[config.mk]
export PLATFORM = sky130hd
export DESIGN_NAME = rpc_top
export DESIGN_NICKNAME = d
export VERILOG_FILES = /design/src/rpc_pkg.sv /design/src/rpc_top.sv /design/src/rpc_buf2.sv
export SDC_FILE = /design/constraint.sdc
export NUM_CORES = 1
export LEC_CHECK = 0
export BUFFER_PORTS_ARGS = -buffer_cell sky130_fd_sc_hd__buf_2
export CAP_MARGIN = 5
export CORE_UTILIZATION = 56
export CTS_CLUSTER_DIAMETER = 80
export DETAILED_ROUTE_END_ITERATION = 10
export PLACE_DENSITY = 0.74
export SYNTH_ARGS = -nofsm -noshare
export SYNTH_HDL_FRONTEND = slang
export SYNTH_SLANG_ARGS = --single-unit
[constraint.sdc]
create_clock -name mclk -period 3.05 [get_ports mclk]
set_clock_uncertainty 0.2 [all_clocks]
set_input_delay 0.1525 -clock mclk [delete_from_list [all_inputs] [get_ports mclk]]
set_output_delay 0.1525 -clock mclk [all_outputs]
set_load 0.02 [all_outputs]
[src/rpc_pkg.sv]
// Package of constants and types for the receive payload control block
`default_nettype none
package rpc_pkg;
  // ------------------------------------------------------------------
  // Direct register offsets and reset values
  // ------------------------------------------------------------------
  localparam logic [7:0] OFS_PAYLOAD_CTRL_CONFIG = 8'h50;
  localparam logic [7:0] OFS_INDIRECT_ACCESS_STATUS = 8'h51;
  localparam logic [7:0] OFS_INDIRECT_ADDRESS_CONTROL = 8'h52;
  localparam logic [7:0] OFS_INDIRECT_DATA_BUFFER = 8'h53;
  localparam logic [7:0] RST_ADDRESS_CONTROL = 8'h00;
  localparam logic [7:0] RST_DATA_BUFFER = 8'h00;
  localparam logic RST_PER_CHANNEL_ENABLE = 1'b0;
  // ------------------------------------------------------------------
  // Field positions
  // ------------------------------------------------------------------
  localparam int POS_PER_CHANNEL_ENABLE = 0;
  localparam int POS_BUSY = 7;
  localparam int POS_ACCESS_DIRECTION = 7;
  localparam int POS_INVERT = 7;
  localparam int POS_TRUNK_CODE_ENABLE = 6;
  localparam int POS_MILLIWATT_ENABLE = 5;
  localparam int POS_MSB_INVERT_SELECT = 4;
  localparam int POS_TEST = 3;
  localparam int POS_FIX = 1;
  localparam int POS_FORCED_SIGNAL_LEVEL = 0;
  localparam int POS_SIGNAL_BIT = 0;
  // ------------------------------------------------------------------
  // Indirect space layout
  // ------------------------------------------------------------------
  localparam int NUM_CHANNELS = 24;
  localparam int NUM_INDIRECT = 72;
  localparam logic [6:0] IND_ADDR_FIRST = 7'h01;
  localparam logic [6:0] IND_ADDR_LAST = 7'h48;
  localparam logic [6:0] IND_BASE_CONFIG = 7'h01;
  localparam logic [6:0] IND_BASE_TRUNK = 7'h19;
  localparam logic [6:0] IND_BASE_SIGNAL = 7'h31;
  // ------------------------------------------------------------------
  // Timing
  // ------------------------------------------------------------------
  localparam int CLK_PERIOD_NS = 100;
  localparam int ACCESS_TIME_NS = 640;
  localparam int ACCESS_CYCLES =
    (ACCESS_TIME_NS + CLK_PERIOD_NS - 1) / CLK_PERIOD_NS;
  localparam logic [2:0] ACCESS_LAST = 3'(ACCESS_CYCLES - 1);
  // ------------------------------------------------------------------
  // Milliwatt sequence, one byte per frame
  // ------------------------------------------------------------------
  localparam logic [63:0] MILLIWATT_SEQ = 64'h1E0B_0B1E_9E8B_8B9E;
  localparam logic [2:0] RST_MW_PHASE = 3'h0;
  // ------------------------------------------------------------------
  // Carriers
  // ------------------------------------------------------------------
  typedef struct packed {
    logic [7:0] data;
    logic [4:0] chan;
    logic sig_frame;
  } rpc_word_t;
  typedef struct packed {
    logic wr;
    logic rd;
    logic [7:0] addr;
    logic [7:0] wdata;
  } rpc_bus_t;
  typedef enum logic {ACC_IDLE, ACC_BUSY} rpc_acc_state_t;
endpackage
`default_nettype wire

[src/rpc_top.sv]
// Receive payload per-channel control for one framer
`default_nettype none
module rpc_top
  import rpc_pkg::*;
(
  input wire logic mclk,
  input wire logic reset,
  input wire logic ce,
  input wire rpc_pkg::rpc_bus_t bus,
  output logic [7:0] bus_rdata,
  input wire logic in_valid,
  output logic in_ready,
  input wire rpc_pkg::rpc_word_t in_word,
  input wire logic pattern_gen_mode,
  input wire logic [7:0] pattern_gen_byte,
  output logic pattern_extract_valid,
  output logic [7:0] pattern_extract_byte,
  output logic out_valid,
  input wire logic out_ready,
  output rpc_pkg::rpc_word_t system_rx_data_out
);
  import rpc_pkg::*;

  // ------------------------------------------------------------------
  // Functions
  // ------------------------------------------------------------------
  function automatic logic addr_valid(input logic [6:0] a);
    addr_valid = (a >= IND_ADDR_FIRST) && (a <= IND_ADDR_LAST);
  endfunction

  function automatic logic [7:0] invert_byte(input logic [7:0] d,
                                             input logic inv,
                                             input logic msb);
    logic [7:0] mask;
    mask = {inv ^ msb, {7{inv}}};
    invert_byte = d ^ mask;
  endfunction

  // ------------------------------------------------------------------
  // Register state
  // ------------------------------------------------------------------
  logic per_channel_enable;
  logic [7:0] address_control;
  logic [7:0] data_buffer;
  logic [2:0] acc_count;
  logic [2:0] mw_phase;
  rpc_acc_state_t acc_state;
  // Indirect registers have no reset value, so no reset on the array
  logic [7:0] ind_mem [NUM_INDIRECT];

  wire busy = (acc_state == ACC_BUSY);
  wire wr_config = bus.wr && (bus.addr == OFS_PAYLOAD_CTRL_CONFIG);
  wire wr_addr_ctrl = bus.wr && (bus.addr == OFS_INDIRECT_ADDRESS_CONTROL);
  wire wr_data_buf = bus.wr && (bus.addr == OFS_INDIRECT_DATA_BUFFER);
  wire [6:0] req_addr = bus.wdata[6:0];
  // Address/control writes while busy are dropped whole; config writes still land, and data buffer writes too except on the edge a read completes
  wire accept_addr_ctrl = wr_addr_ctrl && !busy;
  wire start_access = accept_addr_ctrl && addr_valid(req_addr);
  wire finish_access = busy && (acc_count == 3'h0);
  wire acc_read = address_control[POS_ACCESS_DIRECTION];
  wire [6:0] acc_index = address_control[6:0] - IND_ADDR_FIRST;

  // ------------------------------------------------------------------
  // Register read mux
  // ------------------------------------------------------------------
  logic [7:0] next_rdata;
  assign next_rdata =
    (bus.addr == OFS_PAYLOAD_CTRL_CONFIG) ?
      {7'h00, per_channel_enable} :
    (bus.addr == OFS_INDIRECT_ACCESS_STATUS) ?
      {busy, 7'h00} :
    (bus.addr == OFS_INDIRECT_ADDRESS_CONTROL) ? address_control :
    (bus.addr == OFS_INDIRECT_DATA_BUFFER) ? data_buffer : 8'h00;

  always_ff @(posedge mclk or posedge reset) begin
    if (reset) begin
      bus_rdata <= 8'h00;
    end else if (ce && bus.rd) begin
      bus_rdata <= next_rdata;
    end
  end

  // ------------------------------------------------------------------
  // Direct registers
  // ------------------------------------------------------------------
  always_ff @(posedge mclk or posedge reset) begin
    if (reset) begin
      per_channel_enable <= RST_PER_CHANNEL_ENABLE;
      address_control <= RST_ADDRESS_CONTROL;
    end else if (ce) begin
      if (wr_config) begin
        per_channel_enable <= bus.wdata[POS_PER_CHANNEL_ENABLE];
      end
      if (accept_addr_ctrl) begin
        address_control <= bus.wdata;
      end
    end
  end

  // The read result lands on the same edge that clears busy
  always_ff @(posedge mclk or posedge reset) begin
    if (reset) begin
      data_buffer <= RST_DATA_BUFFER;
    end else if (ce) begin
      if (finish_access && acc_read) begin
        data_buffer <= ind_mem[acc_index];
      end else if (wr_data_buf) begin
        data_buffer <= bus.wdata;
      end
    end
  end

  // ------------------------------------------------------------------
  // Indirect access sequencer
  // ------------------------------------------------------------------
  always_ff @(posedge mclk or posedge reset) begin
    if (reset) begin
      acc_state <= ACC_IDLE;
      acc_count <= 3'h0;
    end else if (ce) begin
      case (acc_state)
        ACC_IDLE: begin
          if (start_access) begin
            acc_state <= ACC_BUSY;
            acc_count <= ACCESS_LAST;
          end
        end
        ACC_BUSY: begin
          if (finish_access) begin
            acc_state <= ACC_IDLE;
          end else begin
            acc_count <= acc_count - 3'h1;
          end
        end
        default: begin
          acc_state <= ACC_IDLE;
        end
      endcase
    end
  end

  // Write data is taken at completion; the host must not touch it sooner
  always_ff @(posedge mclk) begin
    if (ce && finish_access && !acc_read) begin
      ind_mem[acc_index] <= data_buffer;
    end
  end

  // ------------------------------------------------------------------
  // Per-channel lookup
  // ------------------------------------------------------------------
  wire in_chan_ok = (in_word.chan >= 5'h01) &&
                    (in_word.chan <= 5'(NUM_CHANNELS));
  wire [6:0] chan_off = {2'b00, in_word.chan} - 7'h01;
  wire [6:0] cfg_idx = (IND_BASE_CONFIG - IND_ADDR_FIRST) + chan_off;
  wire [6:0] trk_idx = (IND_BASE_TRUNK - IND_ADDR_FIRST) + chan_off;
  wire [7:0] chan_cfg = ind_mem[cfg_idx];
  wire [7:0] chan_trunk = ind_mem[trk_idx];
  wire active = per_channel_enable && in_chan_ok;

  wire sel_test = active && chan_cfg[POS_TEST];
  wire sel_extract = sel_test && !pattern_gen_mode;
  wire sel_trunk = active && chan_cfg[POS_TRUNK_CODE_ENABLE];
  wire sel_mw = active && chan_cfg[POS_MILLIWATT_ENABLE];
  wire sel_pattern = sel_test && pattern_gen_mode;
  wire sel_invert = active;
  wire sel_fix = active && chan_cfg[POS_FIX] && in_word.sig_frame;

  // ------------------------------------------------------------------
  // Output byte selection
  // ------------------------------------------------------------------
  wire [7:0] mw_byte = MILLIWATT_SEQ[8*(7-int'(mw_phase)) +: 8];
  wire [7:0] inv_byte = invert_byte(in_word.data,
                                    chan_cfg[POS_INVERT],
                                    chan_cfg[POS_MSB_INVERT_SELECT]);
  wire replaced = sel_trunk || sel_mw || sel_pattern;
  // Replaced or extracted bytes leave untouched by lower operations
  wire [7:0] sel_byte =
    sel_extract ? in_word.data :
    sel_trunk ? chan_trunk :
    sel_mw ? mw_byte :
    sel_pattern ? pattern_gen_byte :
    sel_invert ? inv_byte : in_word.data;
  wire [7:0] fixed_byte = {sel_byte[7:1],
                           chan_cfg[POS_FORCED_SIGNAL_LEVEL]};
  wire do_fix = sel_fix && !sel_extract && !replaced;

  rpc_word_t next_word;
  assign next_word = '{data: (do_fix ? fixed_byte : sel_byte),
                       chan: in_word.chan,
                       sig_frame: in_word.sig_frame};

  wire take = in_valid && in_ready;

  // ------------------------------------------------------------------
  // Milliwatt phase and pattern detector tap
  // ------------------------------------------------------------------
  always_ff @(posedge mclk or posedge reset) begin
    if (reset) begin
      mw_phase <= RST_MW_PHASE;
      pattern_extract_valid <= 1'b0;
      pattern_extract_byte <= 8'h00;
    end else if (ce) begin
      // Phase steps once per frame, after the last channel
      if (take && (in_word.chan == 5'(NUM_CHANNELS))) begin
        mw_phase <= mw_phase + 3'h1;
      end
      pattern_extract_valid <= take && sel_extract;
      if (take && sel_extract) begin
        pattern_extract_byte <= in_word.data;
      end
    end
  end

  // ------------------------------------------------------------------
  // Output buffer
  // ------------------------------------------------------------------
  rpc_buf2 #(
    .WIDTH($bits(rpc_word_t))
  ) u_buf (
    .mclk(mclk),
    .reset(reset),
    .ce(ce),
    .in_valid(in_valid),
    .in_ready(in_ready),
    .in_data(next_word),
    .out_valid(out_valid),
    .out_ready(out_ready),
    .out_data(system_rx_data_out)
  );
endmodule
`default_nettype wire

[src/rpc_buf2.sv]
// Two-entry buffer with registered outputs on both sides
`default_nettype none
module rpc_buf2 #(
  parameter int WIDTH = 14
) (
  input wire logic mclk,
  input wire logic reset,
  input wire logic ce,
  input wire logic in_valid,
  output logic in_ready,
  input wire logic [WIDTH-1:0] in_data,
  output logic out_valid,
  input wire logic out_ready,
  output logic [WIDTH-1:0] out_data
);
  logic [WIDTH-1:0] spare_data;
  wire head_free = out_ready || !out_valid;

  // Ready low marks the spare slot full; held in its own flop so that
  // the ready output leaves straight from a register
  always_ff @(posedge mclk or posedge reset) begin
    if (reset) begin
      out_valid <= 1'b0;
      out_data <= '0;
      in_ready <= 1'b1;
      spare_data <= '0;
    end else if (ce) begin
      if (head_free) begin
        if (!in_ready) begin
          out_data <= spare_data;
          out_valid <= 1'b1;
          in_ready <= 1'b1;
        end else begin
          out_data <= in_data;
          out_valid <= in_valid;
        end
      end else if (in_valid && in_ready) begin
        spare_data <= in_data;
        in_ready <= 1'b0;
      end
    end
  end
endmodule
`default_nettype wire

Word-level counts from Yosys, hierarchy flattened. Memories as Yosys holds them, arrays and structs flattened. Cells that the tools add are included.

Multiplexer cells: 24. Divide/modulo/power cells: 0. Multiply operators: 0. Bitwise logic cells: 4. $lt $le $gt $ge: 4. Add/subtract/negate cells: 6. Shift operators: 1. Eq/ne operators: 7. Reduce and logical (&&, ||, !) cells: 46.

Operators with widths (count): $mux 8 (11); $shiftx 64x7->8 const A (1); $eq 8x7->1 const B (4); $logic_and 1x1->1 (25); $mux 14 (1); $reduce_and 2->1 (7); $mux 1 (8); $xor 8x8->8 (1); $add 6x6->7 const A (1); $ge 7x1->1 const B (1); $le 7x7->1 const B (1); $sub 7x1->7 const B (1); $logic_not 1->1 (6); $mux 3 (2); $pmux 3 s2 (1); $reduce_and 3->1 (2); $sub 5x1->6 const B (1); $eq 5x5->1 const B (1); $ge 5x1->1 const B (1); $le 5x5->1 const B (1); $ne 2x2->1 const B (2); $reduce_bool 2->1 (2); $sub 3x3->4 const A (1); $add 3x1->3 const B (1); 6 further kinds (9).

Logic and storage cells: 106. Bits in latches: 0. Register bits: 71. ROM bits: 0. Memories kept: 1. Bits in writable memories: 576.

Memory list: ind_mem (depth 72, bits a word 8, rd ports 3, clocked after Yosys merged registers in 0, wr ports 1, RTL line rpc_top.sv:49) `logic [7:0] ind_mem [NUM_INDIRECT];`.

Longest topological paths before layout.
Depth in word-level cells: 11. Mapped depth: 19. Gate-level depth less buffers: 11.

Cells and area by module. From an unflattened synthesis, not the netlist that was laid out.

Cell total of the unflattened synthesis: 1868. Area, all modules: 28954.0 sq um.

Modules (own cells, without submodules): rpc_top (times used 1, area an instance 27594.0 sq um, cells each 1763, seq. area each 18322.6 sq um); rpc_buf2 (times used 1, area an instance 1360.1 sq um, cells each 105, seq. area each 752.0 sq um).

Least setup slack after synthesis. Ideal clock, no wire load.

Path kind: input to register. From: input in_word[1] (netlist bit). To: register u_buf.spare_data[13]. Data required time: 2703 ps. Setup slack: -695 ps. Stages: 18. Arrival time: 3398 ps. Buffers on the path: 8. Path through: buf_4 > inv_2 > buf_4 > buf_2 > ha_1 > buf_4 > buf_4 > buf_4 > buf_2 > buf_2 > mux4_2 > nand2_1 > nand3_1 > a31o_1 > a32oi_1 > o21ai_1 > a221oi_1 > a31oi_1.

Word-level cells in the longest chain between the ends: 9.

RTL lines: start: declaration (RTL line rpc_top.sv:13) `input wire rpc_pkg::rpc_word_t in_word,`; $sub 5x1->6 (tied with other cells) (RTL line rpc_top.sv:154) `wire [6:0] chan_off = {2'b00, in_word.chan} - 7'h01;`; $mem_v2 72x8 or $logic_and 1x1->1 (tied branches); $xor 1x1->1 or $logic_and 1x1->1 (tied branches) (RTL line rpc_top.sv:35, rpc_top.sv:159); $xor 8x8->8 or $logic_and 1x1->1 (tied branches) (RTL line rpc_top.sv:36, rpc_top.sv:161); $mux 8 or $logic_and 1x1->1 (tied branches) (RTL line rpc_top.sv:183, rpc_top.sv:165); $mux 8 (RTL line rpc_top.sv:182) `sel_pattern ? pattern_gen_byte :`; $mux 8 (RTL line rpc_top.sv:181) `sel_mw ? mw_byte :`; $mux 8 (RTL line rpc_top.sv:180) `sel_trunk ? chan_trunk :`; $mux 8 * (RTL line rpc_top.sv:179) `sel_extract ? in_word.data :`; end signal: assignment (RTL line rpc_buf2.sv:38) `spare_data <= in_data;`; end: declaration (RTL line rpc_buf2.sv:16) `logic [WIDTH-1:0] spare_data;`.

Mark *: on every way between the ends. The rest lies on a longest branch, timed or not. A chain may end at the register's enable or synchronous reset.

Final worst setup path.
From: register address_control[0]. To: register data_buffer[2].

Word-level cells in the longest chain between the ends: 3.

RTL lines: start: declaration (RTL line rpc_top.sv:43) `logic [7:0] address_control;`; start signal: assignment (RTL line rpc_top.sv:95) `address_control <= bus.wdata;`; $sub 7x1->7 (RTL line rpc_top.sv:61) `wire [6:0] acc_index = address_control[6:0] - IND_ADDR_FIRST;`; $mem_v2 72x8; $mux 8 (RTL line rpc_top.sv:105) `if (finish_access && acc_read) begin`; end signal: assignment (RTL line rpc_top.sv:106) `data_buffer <= ind_mem[acc_index];`; end signal: assignment (RTL line rpc_top.sv:108) `data_buffer <= bus.wdata;`; end: declaration (RTL line rpc_top.sv:44) `logic [7:0] data_buffer;`.

Every way passes these cells.

==> results.md <==
- Min Clock Period, post-route: 3560 ps
- Pwr dens: 586 nW/µm²
- Post-route ant nets: 0
- R2R Setup Slk: -510 ps
- DP Area: 33100 µm²
- DRC Markers: 0
- Clk_lat worst skew: 630 ps
- Max Cap Viol: 0
- Pleak: 12.9 nW
- Syn_nets: 1967
- Drt initial violations: 3165
- Largest net degree at the start of global routing: 58
- Post-synth top area share: 59.3%
- # nets final: 2398
- Synthesized instance count: 1914
- Core Area: 51400 µm²
- Max_slew headroom: 35.9%
- Synth warnings: 0
- Initial core utilization: 56.8%
- Initial antenna violation count: 4
- Total power: 0.0216 W
- Outcome: finished, violations left
- Via count: 21425
- H-tree Lvls: 3
- Compound-gate portion of the synthesized area: 10.6%
- Buffers on Ports: 78
- Max Transition Viols Final: 0
- Hold path cells: 5
- Capturing point of the worst reg2reg path: data_buffer[2]$_DFFE_PP0P_
- Fraction of layout cells with a size suffix above 1: 34.3%
- Tcrit/Tclk final: 117%
- Die height: 230 µm
- Vias in the first global route: 21535
- GRT overflow: 0
- Worst-Margin Slew: 961 ps
- Post-Syn Area: 29200 µm²
- Routability congestion estimate: 1.04
- Critical setup path kind: reg2reg
- Clock-pin slew on the worst setup and hold paths: 60 ps
- Cell family with most CP delay: buffers and inverters
- Area leader, netlist: edfxtp_1
- R2R depth: 17
- Largest stage delay on the critical path: 530 ps
- CP Max Fanout: 10
- Crit-path cells: inv_2, ha_4, xor2_1, buf_4, nor2_4, buf_12, buf_16, buf_4, buf_12, a22oi_1, nand4_1, mux4_2, mux2i_1, buf_4, nor2_1, a211oi_2, o31ai_1
- Peak Freq: 281 MHz
- Vias/cell: 6.95
- Violated checks: setup timing
- EDFF count, synth: 576
- Synth Area in Simple Gates: 7.13%
- HPWL Detailed: 59.6 mm
- Fill cells: 3178
- Final WS setup: -507 ps
- Most Frequent Cell on Critical Path: buf_4
- Finished Cell Area: 36800 µm²
- Largest family of logic cells by synthesized area: multiplexers
- Adder-Cell Fraction of Synth Area: 0.300%
- CTS Buf Count: 69
- Startpoint types: flip-flop
- # setup viols final: 13
- Unrepaired setup endpoints after global routing: yes
- Clock Path Buffers: 3
- Register area share after synthesis: 65.4%
- Die area: 53000 µm²
- Worst r2r src: address_control[0]$_DFFE_PP0P_
- Slowest CP cell: mux4_2
- Asr flop ratio synth: 11.0%
- CTS sink cnt: 647
- Die width: 230 µm
- Drt total wl: 95.5 mm
- Synth Area in XOR/XNOR: 0.862%
- Hold endpoint: u_buf.spare_data[10]$_DFFE_PP0P_
- Global-route wire length before repair: 140 mm
- Most used DFF post-synth: edfxtp_1
- Rows: 83
- CTS tree: yes
- HP Start: pattern_gen_byte[4]
- P&R area growth vs syn: 26.2%
- Mux cell area share after synthesis: 13.4%
- Root Driver: clkbuf_16
- Synth unique cells: 73
- I/O pin cnt: 79
- Avg WL per Cell: 31.0 µm
- DRT Pass-1 Iters: 6
- Worst EP arrival: 3830 ps
- Tot GR Track Use: 36.5%
- Hold Fails Final Rpt: 0
- Worst path bufs/invs: 7
- Syn Area/Cell: 15.2 µm²
- FF+latch count, synth: 647
- Synth area leaders: edfxtp_1, mux4_2, a22oi_1
- Required time of the critical path: 3330 ps
- Hold/Removal Path Class: in2reg
- Crit. End Element: flip-flop
- Maximum vdd ir drop: 0.000535 V
[flip-flops by register name, indices dropped and copies added, names as in the netlist]
name and flops:
u_buf.spare_data 14, u_buf.in_ready 1, pattern_extract_byte 8, u_buf.out_valid 1, address_control 8, bus_rdata 8, mw_phase 3, ind_mem 576
data_buffer 8, per_channel_enable 1, pattern_extract_valid 1, acc_state 1, acc_count 3, u_buf.out_data 14
[worst register-to-register path, delay by kind of cell, from the launching register on]
kind / cells / cell delay (ps)
AO/OA/AOI/OAI: 3 / 420
adder cells (fa/ha/maj): 1 / 170
flip-flops: 1 / 390
XOR/XNOR: 1 / 150
multiplexers: 2 / 670
AND/OR/NAND/NOR: 3 / 400
buffers and inverters: 7 / 1040
[timing repair]
action,in CTS,in global routing
hold buffers,48,0
gates cloned,11,0
endpoints found under the setup margin,77,286
gates resized for setup,57,41
buffers inserted,8,10
hold endpoints to repair,111,0
pin swaps,60,27
[cell type report]
class | count | area (µm²) | area share [%]
Clock inverter | 49 | 569 | 1.54
Tap cell | 680 | 851 | 2.31
Clock buffer | 75 | 1770 | 4.80
Antenna cell | 4 | 10.0 | 0.0272
Multi-Input combinational cell | 1128 | 10000 | 27.3
Timing Repair Buffer | 486 | 4460 | 12.1
Sequential cell | 647 | 19100 | 51.8
Inverter | 13 | 61.3 | 0.166
[stage by stage]
step	setup slack [ps]	util (%)	hold slack [ps]	cells	TNS, ps
finish	-507	71.7	51.7	3082	-3520
global route	-545	71.7	55.7	3078	-6790
CTS	-219	71.2	22.3	3069	-6410
floorplan	-209	-	57.9	1914	-5360
detailed placement	-591	64.4	98.3	2881	-13670
global placement	-562	64.4	83.4	2881	-10970
[report_power, final]
group / switching, W / internal (W)
combinational: 0.00164 / 0.00119
clock: 0.00359 / 0.00509
sequential: 0.000192 / 0.00989
total: 0.00542 / 0.0162
[cells by family after synthesis]
| logic type | Yosys count |
|---|---|
| AO/OA/AOI/OAI | 426 |
| XOR/XNOR | 24 |
| AND/OR/NAND/NOR | 432 |
| multiplexers | 239 |
| buffers and inverters | 139 |
| flip-flops | 647 |
| adder cells (fa/ha/maj) | 7 |
[layout by cell type (no fill, tap or decap), types with 24 or more instances in the layout]
cell type | synthesis | final
mux2_2 | 24 | 24
dfrtp_1 | 70 | 62
buf_4 | 15 | 291
clkbuf_16 | 0 | 70
mux4_2 | 116 | 116
buf_2 | 19 | 77
nand2_1 | 116 | 114
mux2i_1 | 97 | 94
nand3_1 | 27 | 25
a22oi_1 | 292 | 244
nor2_1 | 132 | 104
buf_12 | 0 | 49
a22oi_2 | 0 | 48
edfxtp_1 | 576 | 576
dlygate4sd3_1 | 0 | 48
nand4_1 | 76 | 76
[metal layers]
layer / global-route usage (%) / vias up / routed length, µm
met4: 22.0 / 4 / 6880
met2: 57.7 / 1806 / 44800
met3: 10.7 / 446 / 12800
li1: - / 8703 / -
met5: 0 / - / 37
met1: 44.5 / 10466 / 31000
[cell usage after synthesis (all sizes together), types with 5 or more instances]
| master | instances |
|---|---|
| mux2i | 97 |
| mux2 | 24 |
| nand3 | 28 |
| clkbuf | 75 |
| o21ai | 35 |
| nor3 | 26 |
| nand2 | 120 |
| dfrtp | 70 |
| buf | 51 |
| o31ai | 17 |
| nor3b | 7 |
| ha | 7 |
| nor2 | 134 |
| xor2 | 9 |
| or3 | 7 |
| a21oi | 24 |
| mux4 | 118 |
| xnor2 | 15 |
| nand2b | 5 |
| inv | 13 |
| and3 | 9 |
| nand4 | 76 |
| a211oi | 15 |
| a22oi | 292 |
| edfxtp | 576 |
| a31oi | 9 |
[how the worst max path moves through the flow]
stage                                         from                               end  slack [ps]  cells past startpoint
floorplan                               in_word[1]   u_buf.spare_data[6]$_DFFE_PP0P_        -210                     16
global placement                        in_word[2]  u_buf.spare_data[12]$_DFFE_PP0P_        -560                     15
detailed placement                      in_word[2]  u_buf.spare_data[12]$_DFFE_PP0P_        -590                     15
CTS                 address_control[1]$_DFFE_PP0P_        data_buffer[5]$_DFFE_PP0P_        -220                     15
global route        address_control[0]$_DFFE_PP0P_        data_buffer[2]$_DFFE_PP0P_        -540                     17
finish              address_control[0]$_DFFE_PP0P_        data_buffer[2]$_DFFE_PP0P_        -510                     17
Note: power is estimated with default switching activity, not from simulation.
